<file path="config.mk">
export PLATFORM = sky130hd
export DESIGN_NAME = dcs_clock_select
export DESIGN_NICKNAME = d
export VERILOG_FILES = /design/src/dcs_pkg.sv /design/src/dcs_bbm_switch.sv /design/src/dcs_clock_select.sv /design/src/dcs_pll_drive.sv
export SDC_FILE = /design/constraint.sdc
export NUM_CORES = 1
export LEC_CHECK = 0
export BUFFER_PORTS_ARGS = -buffer_cell sky130_fd_sc_hd__buf_2
export CORE_MARGIN = 1.5
export CORE_UTILIZATION = 50
export DETAILED_ROUTE_END_ITERATION = 7
export PLACE_DENSITY = 0.74
export SLEW_MARGIN = 20
export SYNTH_ARGS = -nofsm -noshare
export SYNTH_HDL_FRONTEND = slang
export SYNTH_HIERARCHICAL = 1
export SYNTH_SLANG_ARGS = --single-unit
</file>
<file path="constraint.sdc">
create_clock -name ref_clk -period 2.4 [get_ports ref_clk]
set_input_delay 0.48 -clock ref_clk [delete_from_list [all_inputs] [get_ports ref_clk]]
set_output_delay 0.48 -clock ref_clk [all_outputs]
set_load 0.02 [all_outputs]
</file>
<file path="src/dcs_pkg.sv">
/*
  Constants, register map and types shared by the processor clock source selector.
  Assumes a single 20 MHz reference clock and a plain strobe-based register port.
*/
package dcs_pkg;

  // ************************************************************
  // register port
  // ************************************************************
  localparam int unsigned ADDR_W = 8;
  localparam int unsigned DATA_W = 32;

  localparam logic [7:0] REG_CTRL   = 8'h00;
  localparam logic [7:0] REG_STATUS = 8'h04;
  localparam logic [7:0] REG_EVENT  = 8'h08;
  localparam logic [7:0] REG_SWCNT  = 8'h0C;

  // control register fields
  localparam int unsigned CTRL_OSC_BIT  = 0;
  localparam int unsigned CTRL_MULT_BIT = 1;
  localparam logic [1:0]  CTRL_RST      = 2'h0;

  // status register fields
  localparam int unsigned ST_OSC_BIT    = 0;
  localparam int unsigned ST_MULT_BIT   = 1;
  localparam int unsigned ST_BUSY_BIT   = 2;
  localparam int unsigned ST_SLOT_BIT   = 3;
  localparam int unsigned ST_BAD_BIT    = 4;
  localparam int unsigned ST_SRAM_BIT   = 5;
  localparam int unsigned ST_RATE_LSB   = 8;
  localparam int unsigned ST_DIP_LSB    = 12;

  // event register fields, write one to clear
  localparam int unsigned EV_BAD_BIT    = 0;
  localparam int unsigned EV_SWITCH_BIT = 1;
  localparam logic [1:0]  EV_RST        = 2'h0;
  localparam logic [7:0]  SWCNT_RST     = 8'h00;

  // ************************************************************
  // processor pll strap encodings
  // ************************************************************
  localparam int unsigned PLL_FREQ_W     = 2;
  localparam logic [1:0]  PLL_FREQ_BYPASS = 2'h0;
  localparam logic [1:0]  PLL_FREQ_LOW    = 2'h1;
  localparam logic [1:0]  PLL_FREQ_HIGH   = 2'h2;

  // ************************************************************
  // timing
  // ************************************************************
  localparam int unsigned CLK_PERIOD_NS = 50;
  localparam int unsigned BBM_GAP_NS    = 100;
  localparam int unsigned BBM_GAP_CYC   =
    (BBM_GAP_NS + CLK_PERIOD_NS - 1) / CLK_PERIOD_NS;
  localparam int unsigned BBM_CNT_W     = 4;
  localparam int unsigned DEBOUNCE_NS   = 1000000;
  localparam int unsigned DEBOUNCE_CYC  =
    (DEBOUNCE_NS + CLK_PERIOD_NS - 1) / CLK_PERIOD_NS;
  localparam int unsigned DEB_CNT_W     = 16;

  // ************************************************************
  // types
  // ************************************************************
  typedef enum logic [1:0] {
    CPU_33M25,
    CPU_50M,
    CPU_133M,
    CPU_200M
  } dcs_cpu_rate_t;

endpackage : dcs_pkg

</file>
<file path="src/dcs_bbm_switch.sv">
/*
  Break-before-make driver for the two oscillator buffer enables.
  Assumes the target selection is a level in the ref_clk domain.
*/
`timescale 1ns/1ps
module dcs_bbm_switch
  import dcs_pkg::*;
(
  // clock and reset
  input  wire logic ref_clk,
  input  wire logic rst_n,
  // requested setting
  input  wire logic target_osc,
  input  wire logic target_mult4,
  // buffer enables, active low
  output logic      osc_a_oe_n,
  output logic      osc_b_oe_n,
  // state
  output logic      active_osc,
  output logic      active_mult4,
  output logic      gap,
  output logic      switch_done
);

  typedef enum logic [1:0] {ST_RUN, ST_BREAK} dcs_bbm_state_t;

  dcs_bbm_state_t         state_q;
  logic [BBM_CNT_W-1:0]   gap_cnt_q;
  logic                   osc_q;
  logic                   mult_q;
  logic                   en_q;
  logic                   done_q;
  logic                   moved_q;
  logic                   change;

  assign change = (target_osc != osc_q) || (target_mult4 != mult_q);

  // ************************************************************
  // sequencing
  // ************************************************************
  always_ff @(posedge ref_clk or negedge rst_n) begin
    if (!rst_n) begin
      state_q   <= ST_BREAK;
      gap_cnt_q <= '0;
      osc_q     <= 1'b0;
      mult_q    <= 1'b0;
      en_q      <= 1'b0;
      done_q    <= 1'b0;
      moved_q   <= 1'b0;
    end else begin
      done_q <= 1'b0;
      unique case (state_q)
        ST_RUN: begin
          if (change) begin
            en_q      <= 1'b0;
            gap_cnt_q <= '0;
            state_q   <= ST_BREAK;
          end
        end
        ST_BREAK: begin
          // track the target while stopped; enable only once it held two edges,
          // so the registered straps are settled before the clock returns
          osc_q   <= target_osc;
          mult_q  <= target_mult4;
          moved_q <= change;
          if ((gap_cnt_q >= BBM_CNT_W'(BBM_GAP_CYC)) && !change && !moved_q) begin
            en_q    <= 1'b1;
            done_q  <= 1'b1;
            state_q <= ST_RUN;
          end else if (gap_cnt_q < BBM_CNT_W'(BBM_GAP_CYC)) begin
            gap_cnt_q <= gap_cnt_q + 1'b1;
          end
        end
      endcase
    end
  end

  // only the selected oscillator buffer is ever enabled
  assign osc_a_oe_n   = ~(en_q & ~osc_q);
  assign osc_b_oe_n   = ~(en_q & osc_q);
  assign active_osc   = osc_q;
  assign active_mult4 = mult_q;
  assign gap          = (state_q == ST_BREAK);
  assign switch_done  = done_q;

endmodule : dcs_bbm_switch

</file>
<file path="src/dcs_clock_select.sv">
/*
  Top of the processor clock source selector: register port, selection
  source, switch debounce, break-before-make control and memory clock status.
  Assumes all inputs are synchronous to ref_clk; the processor itself derives
  the burst sram and sdram clocks from its core clock.
*/
`timescale 1ns/1ps

// Notes on behaviour
// - enable only the buffer of the currently selected oscillator.
// - on a change, disable the old buffer before enabling the new.
// - selection from dip switch standalone, from software switch in host slot.
// - pll mode and frequency-range straps follow the multiply-by-1 or by-4 choice.
// - cpu clock is 33.25 or 50 MHz by 1, 133 or 200 MHz by 4.
// - burst sram clock runs at half or full cpu rate, per processor software.
// - sdram clock is always half the cpu clock.
module dcs_clock_select
  import dcs_pkg::*;
#(
  parameter int unsigned DEBOUNCE_CYCLES = DEBOUNCE_CYC
)(
  // clock and reset
  input  wire logic                  ref_clk,
  input  wire logic                  rst_n,
  // register port
  input  wire logic [ADDR_W-1:0]     reg_addr,
  input  wire logic [DATA_W-1:0]     reg_wdata,
  input  wire logic                  reg_wr,
  input  wire logic                  reg_rd,
  output logic      [DATA_W-1:0]     reg_rdata,
  // board straps and switches
  input  wire logic                  board_in_slot,
  input  wire logic                  dip_osc_sel,
  input  wire logic                  dip_mult4,
  // processor memory rate setting
  input  wire logic                  burst_sram_rate_select,
  // oscillator buffer enables, active low
  output logic                       osc_a_oe_n,
  output logic                       osc_b_oe_n,
  // processor pll straps
  output logic                       pll_multiply_select,
  output logic      [PLL_FREQ_W-1:0] pll_frequency_range
);

  // ************************************************************
  // declarations
  // ************************************************************
  logic [1:0]            ctrl_q;
  logic [1:0]            dip_last_q;
  logic [1:0]            dip_stable_q;
  logic [DEB_CNT_W-1:0]  deb_cnt_q;
  logic [1:0]            event_q;
  logic [7:0]            swcnt_q;
  logic [DATA_W-1:0]     rdata_q;
  logic [DATA_W-1:0]     rdata_d;
  logic [DATA_W-1:0]     status_word;
  logic                  sram_rate_q;
  logic                  target_osc;
  logic                  target_mult4;
  logic                  active_osc;
  logic                  active_mult4;
  logic                  gap;
  logic                  switch_done;
  logic                  rate_bad;
  logic                  sram_half;
  logic                  wr_ctrl;
  logic                  wr_event;
  logic [1:0]            dip_now;
  dcs_cpu_rate_t         cpu_rate;

  assign wr_ctrl  = reg_wr && (reg_addr == REG_CTRL);
  assign wr_event = reg_wr && (reg_addr == REG_EVENT);
  assign dip_now  = {dip_mult4, dip_osc_sel};

  // ************************************************************
  // software switch
  // ************************************************************
  always_ff @(posedge ref_clk or negedge rst_n) begin
    if (!rst_n) begin
      ctrl_q <= CTRL_RST;
    end else if (wr_ctrl) begin
      ctrl_q <= {reg_wdata[CTRL_MULT_BIT], reg_wdata[CTRL_OSC_BIT]};
    end
  end

  // ************************************************************
  // dip switch debounce
  // ************************************************************
  always_ff @(posedge ref_clk or negedge rst_n) begin
    if (!rst_n) begin
      dip_last_q <= 2'h0;
      deb_cnt_q  <= '0;
    end else if (dip_now != dip_last_q) begin
      dip_last_q <= dip_now;
      deb_cnt_q  <= '0;
    end else if (deb_cnt_q != DEB_CNT_W'(DEBOUNCE_CYCLES)) begin
      deb_cnt_q <= deb_cnt_q + 1'b1;
    end
  end

  always_ff @(posedge ref_clk or negedge rst_n) begin
    if (!rst_n) begin
      dip_stable_q <= 2'h0;
    end else if (deb_cnt_q == DEB_CNT_W'(DEBOUNCE_CYCLES)) begin
      dip_stable_q <= dip_last_q;
    end
  end

  // ************************************************************
  // selection source
  // ************************************************************
  // host slot operation takes the software switch, standalone takes the dip
  assign target_osc   = board_in_slot ? ctrl_q[0] : dip_stable_q[0];
  assign target_mult4 = board_in_slot ? ctrl_q[1] : dip_stable_q[1];

  // ************************************************************
  // break-before-make oscillator switch
  // ************************************************************
  dcs_bbm_switch u_bbm (
    .ref_clk      (ref_clk),
    .rst_n        (rst_n),
    .target_osc   (target_osc),
    .target_mult4 (target_mult4),
    .osc_a_oe_n   (osc_a_oe_n),
    .osc_b_oe_n   (osc_b_oe_n),
    .active_osc   (active_osc),
    .active_mult4 (active_mult4),
    .gap          (gap),
    .switch_done  (switch_done)
  );

  // ************************************************************
  // pll straps
  // ************************************************************
  dcs_pll_drive u_pll (
    .ref_clk             (ref_clk),
    .rst_n               (rst_n),
    .target_osc          (target_osc),
    .target_mult4        (target_mult4),
    .gap                 (gap),
    .pll_multiply_select (pll_multiply_select),
    .pll_frequency_range (pll_frequency_range),
    .cpu_rate            (cpu_rate)
  );

  // ************************************************************
  // memory clock rate check
  // ************************************************************
  // rate select high means burst sram at full cpu rate
  always_ff @(posedge ref_clk or negedge rst_n) begin
    if (!rst_n) begin
      sram_rate_q <= 1'b0;
    end else begin
      sram_rate_q <= burst_sram_rate_select;
    end
  end

  assign sram_half = ~sram_rate_q;
  // full rate at 200 MHz is an illegal software setting; ignored while switching
  assign rate_bad  = sram_rate_q && (cpu_rate == CPU_200M) && !gap;

  // ************************************************************
  // sticky events, set wins over clear
  // ************************************************************
  always_ff @(posedge ref_clk or negedge rst_n) begin
    if (!rst_n) begin
      event_q <= EV_RST;
    end else begin
      event_q[EV_BAD_BIT] <= rate_bad ||
        (event_q[EV_BAD_BIT] && !(wr_event && reg_wdata[EV_BAD_BIT]));
      event_q[EV_SWITCH_BIT] <= switch_done ||
        (event_q[EV_SWITCH_BIT] && !(wr_event && reg_wdata[EV_SWITCH_BIT]));
    end
  end

  always_ff @(posedge ref_clk or negedge rst_n) begin
    if (!rst_n) begin
      swcnt_q <= SWCNT_RST;
    end else if (switch_done) begin
      swcnt_q <= swcnt_q + 8'h01;
    end
  end

  // ************************************************************
  // status word
  // ************************************************************
  // sdram clock is always half rate, so only the sram rate is reported
  always_comb begin
    status_word = '0;
    status_word[ST_OSC_BIT]  = active_osc;
    status_word[ST_MULT_BIT] = active_mult4;
    status_word[ST_BUSY_BIT] = gap;
    status_word[ST_SLOT_BIT] = board_in_slot;
    status_word[ST_BAD_BIT]  = rate_bad;
    status_word[ST_SRAM_BIT] = sram_half;
    status_word[ST_RATE_LSB +: 2] = cpu_rate;
    status_word[ST_DIP_LSB +: 2]  = dip_stable_q;
  end

  // ************************************************************
  // register read
  // ************************************************************
  always_comb begin
    rdata_d = '0;
    if (reg_rd) begin
      unique case (reg_addr)
        REG_CTRL:   rdata_d = {{(DATA_W-2){1'b0}}, ctrl_q};
        REG_STATUS: rdata_d = status_word;
        REG_EVENT:  rdata_d = {{(DATA_W-2){1'b0}}, event_q};
        REG_SWCNT:  rdata_d = {{(DATA_W-8){1'b0}}, swcnt_q};
        default:    rdata_d = '0;
      endcase
    end
  end

  always_ff @(posedge ref_clk or negedge rst_n) begin
    if (!rst_n) begin
      rdata_q <= '0;
    end else begin
      rdata_q <= rdata_d;
    end
  end

  assign reg_rdata = rdata_q;

endmodule : dcs_clock_select

</file>
<file path="src/dcs_pll_drive.sv">
/*
  Drives the processor pll mode and frequency range straps and the rate code.
  Assumes straps may only move while the input clock is stopped.
*/
`timescale 1ns/1ps
module dcs_pll_drive
  import dcs_pkg::*;
(
  // clock and reset
  input  wire logic            ref_clk,
  input  wire logic            rst_n,
  // setting and gap window
  input  wire logic            target_osc,
  input  wire logic            target_mult4,
  input  wire logic            gap,
  // processor straps and cpu rate code
  output logic                 pll_multiply_select,
  output logic [PLL_FREQ_W-1:0] pll_frequency_range,
  output dcs_cpu_rate_t        cpu_rate
);

  logic osc_q;
  logic mult_q;

  // ************************************************************
  // latch while the clock is stopped
  // ************************************************************
  always_ff @(posedge ref_clk or negedge rst_n) begin
    if (!rst_n) begin
      osc_q  <= 1'b0;
      mult_q <= 1'b0;
    end else if (gap) begin
      osc_q  <= target_osc;
      mult_q <= target_mult4;
    end
  end

  always_ff @(posedge ref_clk or negedge rst_n) begin
    if (!rst_n) begin
      pll_multiply_select <= 1'b0;
      pll_frequency_range <= PLL_FREQ_BYPASS;
    end else begin
      pll_multiply_select <= mult_q;
      if (!mult_q)
        pll_frequency_range <= PLL_FREQ_BYPASS;
      else if (osc_q)
        pll_frequency_range <= PLL_FREQ_HIGH;
      else
        pll_frequency_range <= PLL_FREQ_LOW;
    end
  end

  // cpu core clock follows oscillator and multiplier
  always_ff @(posedge ref_clk or negedge rst_n) begin
    if (!rst_n) begin
      cpu_rate <= CPU_33M25;
    end else begin
      unique case ({mult_q, osc_q})
        2'h0: cpu_rate <= CPU_33M25;
        2'h1: cpu_rate <= CPU_50M;
        2'h2: cpu_rate <= CPU_133M;
        2'h3: cpu_rate <= CPU_200M;
      endcase
    end
  end

endmodule : dcs_pll_drive

</file>
==> impl_results.md, run 1 <==
* Layout Nets at 369
* Hold Path Class: input port to async pin
* Layout cells sized above 1 at 0.212
* # clock sinks at 62
* Setup TNS at 0 ns
* Post-CTS Hold Buffers at 0
* Site Rows at 28
* Worst skew pair latency at 0.33 ns
* Synth cell types at 48
* Max Cap Viol at 0
* Synthesized instance count at 279
* GRT overflow at 0
* R2R depth at 5
* Io pins at 85
* Ys Warns at 6
* Multi-input gate area at 1300 um2
* Post-DRT Antenna Nets at 0
* Reg area at 1550 um2
* Core region area at 5890 um2
* PostCTS Resize Cnt at 0
* Die Width at 80.6 um
* WS Path Type: register to register
* Clock Pin Slew Worst Setup and Hold Paths at approximately 0.070 ns
* Dpl ws at 0.296 ns
* DR vias/cell at 5.49
* Final WS setup at 0.300 ns
* CTS root buffer: clkbuf_8
* Synth area leaders: dfrtp_1 51%, buf_4 5.0%, mux2_2 3.4%
* CP Cell Sequence: inv_1 -> ha_1 -> or4bb_1 -> nor4_4 -> mux2_2
* LEAKAGE at 1.59 nW
* H-tree depth at 3
* Mean area per synthesized cell at ~11 um2
* # setup viols final at 0
* Setup crit start kind: register
* Mapped cell area at 3010 um2
* RSZ-0062 raised after global routing: no
* P&R area growth vs syn at 14.1%
* Vias in the first global route at ~2.0k
* Predominant post-synthesis flop cell: dfrtp_1
* Post-Route WL at 5480 um
* Starting Density at 0.512
* Drt initial violations at 116
* CP arrival at between 2 and 2.5 ns
* First-pass GRT wire length at 9160 um
* Run status: finished clean
* Sequential share of the synthesized area at 0.515
* Tcrit/Tclk final at 0.875
* GRT Overall Usage at 0.187
* Reg-to-Reg Start: deb_cnt_q[0]
* Maximum number of pins on one net before global-route repair at 42
* EDFF count, synth at 0
* Worst EP required at approximately 2.6 ns
* DRC at 0
* Critical Path Max Stage Delay at 0.55 ns
* FMAX at 476 MHz
* Antenna Diode Count at 0
* Inserted Clock Buffers at 9
* DP HPWL at just under 4000 um
* Count of final hold-check violations at 0
* PD cells at 795 nW/um2
* Postcts setup bufs at 0
* Crit path depth at 5
* Routed vias at approximately 2.2k
* Slew margin rel. at 0.587
* Initial antenna violation count at 0
* R2R Path End: dip_stable_q[1]
* First drt pass iteration count at 4
* Async set or reset register ratio after synthesis at 1.00
* Final Slew Violations at 0
* Flops & latches, synth at 62
* Max Buffers Root-to-Sink at 2
* Critical path endpoint category: register
* Worst Tran Pin Value at slightly above 0.6 ns
* Largest area contributor in the netlist: dfrtp_1
* IO buf count at 34
* CP bufs+invs at 1
* Shortest period the worst path allows at about 2.1 ns
* CTS tree: done
* Fill cells at 513
* Wirelength per Cell at 13.8 um
* Cell family with most CP delay: simple AND/OR/NAND/NOR gates
* Critical path peak fanout at 4
* Die area at 6500 um2
* Yosys top cell area share at 0.507
* R2r setup slk at 0.30 ns
* Worst path slowest cell: or4bb_1
* Maximum VDD drop at 0.593 mV
* GPL Wtd Cong at a little over 0.8
* Worst clock skew at approximately 0.0077 ns
* Die Y at 80.6 um
-- cell usage in the layout (no fill, tap or decap), types with 2 or more instances in the layout --
cell / instances
nor4_1: 6
and3_1: 3
xnor2_1: 8
o31ai_1: 4
nand2b_1: 3
mux2i_1: 8
bufinv_16: 2
buf_4: 4
a31oi_1: 2
nor2_1: 14
mux4_2: 2
nand2_1: 13
ha_1: 5
nor3_1: 2
mux2_2: 9
nor2b_1: 6
o21ai_0: 6
inv_1: 9
nand3_1: 19
a21oi_1: 12
nand3b_1: 4
or4_1: 3
buf_2: 34
or3_1: 7
dfrtp_1: 61
nand4_1: 12
clkbuf_8: 12
xor2_1: 7
conb_1: 20
-- worst reg2reg max path, delay by kind of cell (launching register included) --
| family | cells | cell delay, ns |
|---|---|---|
| adders and majority gates | 1 | 0.15 |
| DFF | 1 | 0.41 |
| and+or+nand+nor | 2 | 0.97 |
| buffers and inverters | 1 | 0.08 |
| muxes | 1 | 0.38 |
-- final cells by class --
type,instances,area share
clock buffers,13,0.0491
multi-input cells,195,0.379
repair buffers,39,0.0641
flip-flops and latches,62,0.452
well taps,75,0.0273
inverters,9,0.00983
clock inverters,3,0.0189
-- worst max path at each step --
stage                    endpoint           from  slack (ns)
2_1_floorplan     dip_stable_q[0]   deb_cnt_q[0]        0.44
3_3_place_gp   u_bbm/gap_cnt_q[0]  board_in_slot        0.29
3_5_place_dp   u_bbm/gap_cnt_q[0]  board_in_slot        0.30
4_1_cts           dip_stable_q[1]   deb_cnt_q[0]        0.29
5_1_grt           dip_stable_q[1]   deb_cnt_q[0]        0.21
6_report          dip_stable_q[1]   deb_cnt_q[0]        0.30
-- layer usage --
metal / vias up / wire (um) / track usage
li1: 1037 / - / -
met1: 1087 / 2530 / 0.252
met2: 46 / 2680 / 0.288
met3: 6 / 196 / 0.0489
met4: 0 / 72 / 0.0707
met5: - / 0 / 0
-- cells in the mapped netlist, types with 3 or more instances --
| cell type | count |
|---|---|
| a21oi_1 | 12 |
| and3_1 | 3 |
| buf_4 | 20 |
| clkbuf_1 | 12 |
| dfrtp_1 | 61 |
| ha_1 | 5 |
| inv_1 | 9 |
| mux2_2 | 9 |
| mux2i_1 | 8 |
| nand2_1 | 13 |
| nand2b_1 | 3 |
| nand3_1 | 19 |
| nand3b_1 | 4 |
| nand4_1 | 12 |
| nor2_1 | 14 |
| nor2b_1 | 6 |
| nor4_1 | 6 |
| o21ai_0 | 6 |
| o31ai_1 | 4 |
| or3_1 | 7 |
| or4_1 | 3 |
| xnor2_1 | 8 |
| xor2_1 | 7 |
-- registers in the layout, indices dropped and copies added, names as in the netlist, 2 cells and up --
register and cells:
ctrl_q 2, deb_cnt_q 16, dip_last_q 2, dip_stable_q 2, event_q 2, reg_rdata 12
swcnt_q 8, u_bbm/gap_cnt_q 4, u_pll/cpu_rate 2, u_pll/pll_frequency_range 2
-- metrics by stage --
stage | hold slack [ns] | total power, mW | utilization | instance area, um2 | cells
final | 0.110 | 2.73 | 0.584 | 3440 | 396
after global routing | 0.145 | 2.87 | 0.584 | 3440 | 396
after CTS | 0.114 | 2.76 | 0.584 | 3440 | 396
after detailed placement | 0.455 | 1.70 | 0.544 | 3200 | 380
after global placement | 0.453 | 1.69 | 0.544 | 3200 | 380
after floorplan | 0.184 | 1.60 | - | 3080 | 298
-- where the power goes --
part | internal [mW] | switching [mW] | leakage [nW]
registers | 1.15 | 0.126 | 0.833
logic | 0.197 | 0.221 | 0.641
clock network | 0.669 | 0.374 | 0.120
total | 2.01 | 0.722 | 1.59
-- kinds of logic after synthesis --
logic type,count (synthesis),synth area share
muxes,19,0.0752
adders and majority gates,5,0.0208
DFF,62,0.515
AOI/OAI and AO/OA,35,0.0743
xor gates and xnor gates,15,0.0436
and+or+nand+nor,101,0.194
other,1,0.00124
buffers and inverters,41,0.0760
Note: power is estimated with default switching activity, not from simulation.
==> inputs of run 2 (changes only) <==
--- a/config.mk
+++ b/config.mk
@@ -5,11 +5,12 @@
 export SDC_FILE = /design/constraint.sdc
 export NUM_CORES = 1
 export LEC_CHECK = 0
+export ABC_CLOCK_PERIOD_IN_PS = 2400
 export BUFFER_PORTS_ARGS = -buffer_cell sky130_fd_sc_hd__buf_2
 export CORE_MARGIN = 1.5
-export CORE_UTILIZATION = 50
+export CORE_UTILIZATION = 52
 export DETAILED_ROUTE_END_ITERATION = 7
-export PLACE_DENSITY = 0.74
+export PLACE_DENSITY = 0.77
 export SLEW_MARGIN = 20
 export SYNTH_ARGS = -nofsm -noshare
 export SYNTH_HDL_FRONTEND = slang
==> run 2 against run 1 <==
  * Global-route usage rose by 1.8 points
  * Total power down 6.4%
  * Clock skew rose by 0.0044 ns
  * Die area down 3.7%
  * Setup slack got worse by 0.027 ns
  * Design area is 1.3% lower
  * First-iteration DRC count up 6.9%
  * Critical endpoint is now dip_stable_q[0]
  * Clock-buffer cell count shrank 2
  * Final cell count is the same
  * Flip-flop and latch count did not move
==> impl_results.md, run 2 (synthesized netlist as in run 1, its figures left out) <==
* Run status: finished clean (unchanged)
* Post-Route WL at 5880 um (was 5480 um)
* Setup crit start kind: register (unchanged)
* Comb pwr share at 0.163 (was 0.153)
* Internal power at 1.82 mW (was 2.01 mW)
* # clock sinks at 62 (unchanged)
* Maximum number of pins on one net before global-route repair at 25 (was 42)
* Largest register FFs at 16 (unchanged)
* Critical path endpoint category: register (unchanged)
* Layout cells sized above 1 at 0.216 (was 0.212)
* Worst path slowest cell: or4bb_1 (unchanged)
* WS Path Type: register to register (unchanged)
* Drt initial violations at 124 (was 116)
* PD cells at 754 nW/um2 (was 795 nW/um2)
* Sequential Power Share at 0.498 (was 0.465)
* Inserted Clock Buffers at 9 (unchanged)
* Critical path peak fanout at 4 (unchanged)
* First drt pass iteration count at 4 (unchanged)
* Worst clock skew at 0.0121 ns (was 0.00766 ns)
* Slew margin rel. at 0.655 (was 0.587)
* # setup viols final at 0 (unchanged)
* Post-CTS Hold Buffers at 0 (unchanged)
* DP HPWL at 4160 um (was 3910 um)
* FMAX at 470 MHz (was 476 MHz)
* Shortest period the worst path allows at 2.13 ns (was 2.10 ns)
* GRT overflow at 0 (unchanged)
* Critical Path Max Stage Delay at 0.56 ns (was 0.55 ns)
* CP arrival at 2.35 ns (was 2.31 ns)
* Postcts setup bufs at 0 (unchanged)
* Hold Path Class: input port to async pin (unchanged)
* Dpl ws at 0.305 ns (was 0.296 ns)
* Max Cap Viol at 0 (unchanged)
* CTS root buffer: clkbuf_8 (unchanged)
* Most frequent cells in the layout: 61 x dfrtp_1, 34 x buf_2, 20 x conb_1 (unchanged)
* Wirelength per Cell at 14.8 um (was 13.8 um)
* Layout Nets at 372 (was 369)
* First-pass GRT wire length at 9590 um (was 9160 um)
* PostCTS Resize Cnt at 0 (unchanged)
* Die Width at 79.1 um (was 80.6 um)
* Site Rows at 27 (was 28)
* Maximum VDD drop at 0.499 mV (was 0.593 mV)
* CTS tree: done (unchanged)
* Setup TNS at 0 ns (unchanged)
* Most common cell after layout, fill and taps aside: dfrtp_1 (unchanged)
* RSZ-0062 raised after global routing: no (unchanged)
* H-tree depth at 3 (unchanged)
* Sw Pwr at 741 uW (was 722 uW)
* Largest Register: deb_cnt_q (unchanged)
* Clock Pin Slew Worst Setup and Hold Paths at 0.07 ns (about the same)
* Antenna Diode Count at 0 (unchanged)
* Finished Core Util at 0.612 (was 0.584)
* Worst skew pair latency at 0.34 ns (was 0.33 ns)
* Starting Density at 0.544 (was 0.512)
* Multi-input gate area at 1300 um2 (unchanged)
* CP Cell Sequence: inv_1 -> ha_1 -> or4bb_1 -> nor4_4 -> mux2_2 (unchanged)
* Die area at 6260 um2 (was 6500 um2)
* Sw frac at 0.290 (was 0.264)
* Post-DRT Antenna Nets at 0 (unchanged)
* Final Slew Violations at 0 (unchanged)
* DR vias/cell at 5.49 (unchanged)
* P&R area growth vs syn at 12.6% (was 14.1%)
* Core region area at 5540 um2 (was 5890 um2)
* GPL Wtd Cong at 0.814 (was 0.824)
* Fill cells at 448 (was 513)
* LEAKAGE at 1.58 nW (was 1.59 nW)
* Io pins at 85 (unchanged)
* IO buf count at 34 (unchanged)
* DRC at 0 (unchanged)
* Vias in the first global route at 1972 (was 1993)
* Worst EP required at 2.62 ns (was 2.61 ns)
* Placed insts at 380 (unchanged)
* GRT Overall Usage at 0.205 (was 0.187)
* Final WS setup at 0.273 ns (was 0.300 ns)
* Count of final hold-check violations at 0 (unchanged)
* WHS at 0.103 ns (was 0.110 ns)
* Initial antenna violation count at 0 (unchanged)
* Max Buffers Root-to-Sink at 2 (unchanged)
* Worst Tran Pin Value at 0.517 ns (was 0.614 ns)
* Routed vias at 2176 (unchanged)
* Die Y at 79.1 um (was 80.6 um)
* Final cell count without fillers at 396 (unchanged)
* Tcrit/Tclk final at 0.886 (was 0.875)
* Clock share of power at 0.339 (was 0.382)
* Reg area at 1550 um2 (unchanged)
* R2r setup slk at 0.27 ns (was 0.30 ns)
-- run 2: cell count changes in the layout (fill, tap and decap cells not counted), sizes merged --
cell      previous run  this run
bufinv               2         1
clkinvlp             0         1
clkinv               1         3
clkbuf              13        11
buf                 39        42
-- run 2: cell type report --
class,instances,share of cell area
sequential,62,0.458
tap,72,0.0265
multi-input combinational,195,0.384
timing repair buffer,42,0.0678
clock buffer,11,0.0387
clock inverter,5,0.0155
inverter,9,0.00996
-- run 2: metal layers --
layer / GRT usage / part of all wire / up-vias / wire [um]
met5: 0 / 0 / - / 0
met3: 0.0552 / 0.036 / 8 / 214
met4: 0.100 / 0.014 / 0 / 85
met1: 0.294 / 0.47 / 1072 / 2780
met2: 0.285 / 0.48 / 55 / 2800
li1: - / - / 1041 / -
-- run 2: worst max-delay path: cells and delay by family, from the launching register on --
family        cells  cell delay (ns)
fa+ha+maj         1             0.15
buf+inv           1             0.09
flops             1             0.42
mux               1             0.38
simple gates      2             0.97
-- run 2: final timing paths --
check / startpoint / endpoint / cells past startpoint
min in group ref_clk: burst_sram_rate_select / sram_rate_q / 1
min reg2reg: u_pll/osc_q / u_pll/cpu_rate[0] / 0
min: rst_n / reg_rdata[8] / 1
max reg2reg: deb_cnt_q[0] / dip_stable_q[0] / 5
max in group asynchronous: rst_n / u_bbm/state_q[0] / 2
max: deb_cnt_q[0] / dip_stable_q[0] / 5
-- run 2: per-stage QoR --
stage	total power, mW	instance area (um2)
global route	2.69	3390
CTS	2.57	3390
global placement	1.69	3210
floorplan	1.60	3080
detailed placement	1.71	3210
finish	2.56	3390
-- run 2: power by group through the flow --
stage                     combinational (mW)  sequential [mW]  clock (mW)
after floorplan                        0.364             1.23           0
after global placement                 0.403             1.29           0
after detailed placement               0.415             1.29           0
after CTS                              0.420             1.27       0.883
after global routing                   0.465             1.29       0.936
final                                  0.417             1.27       0.868
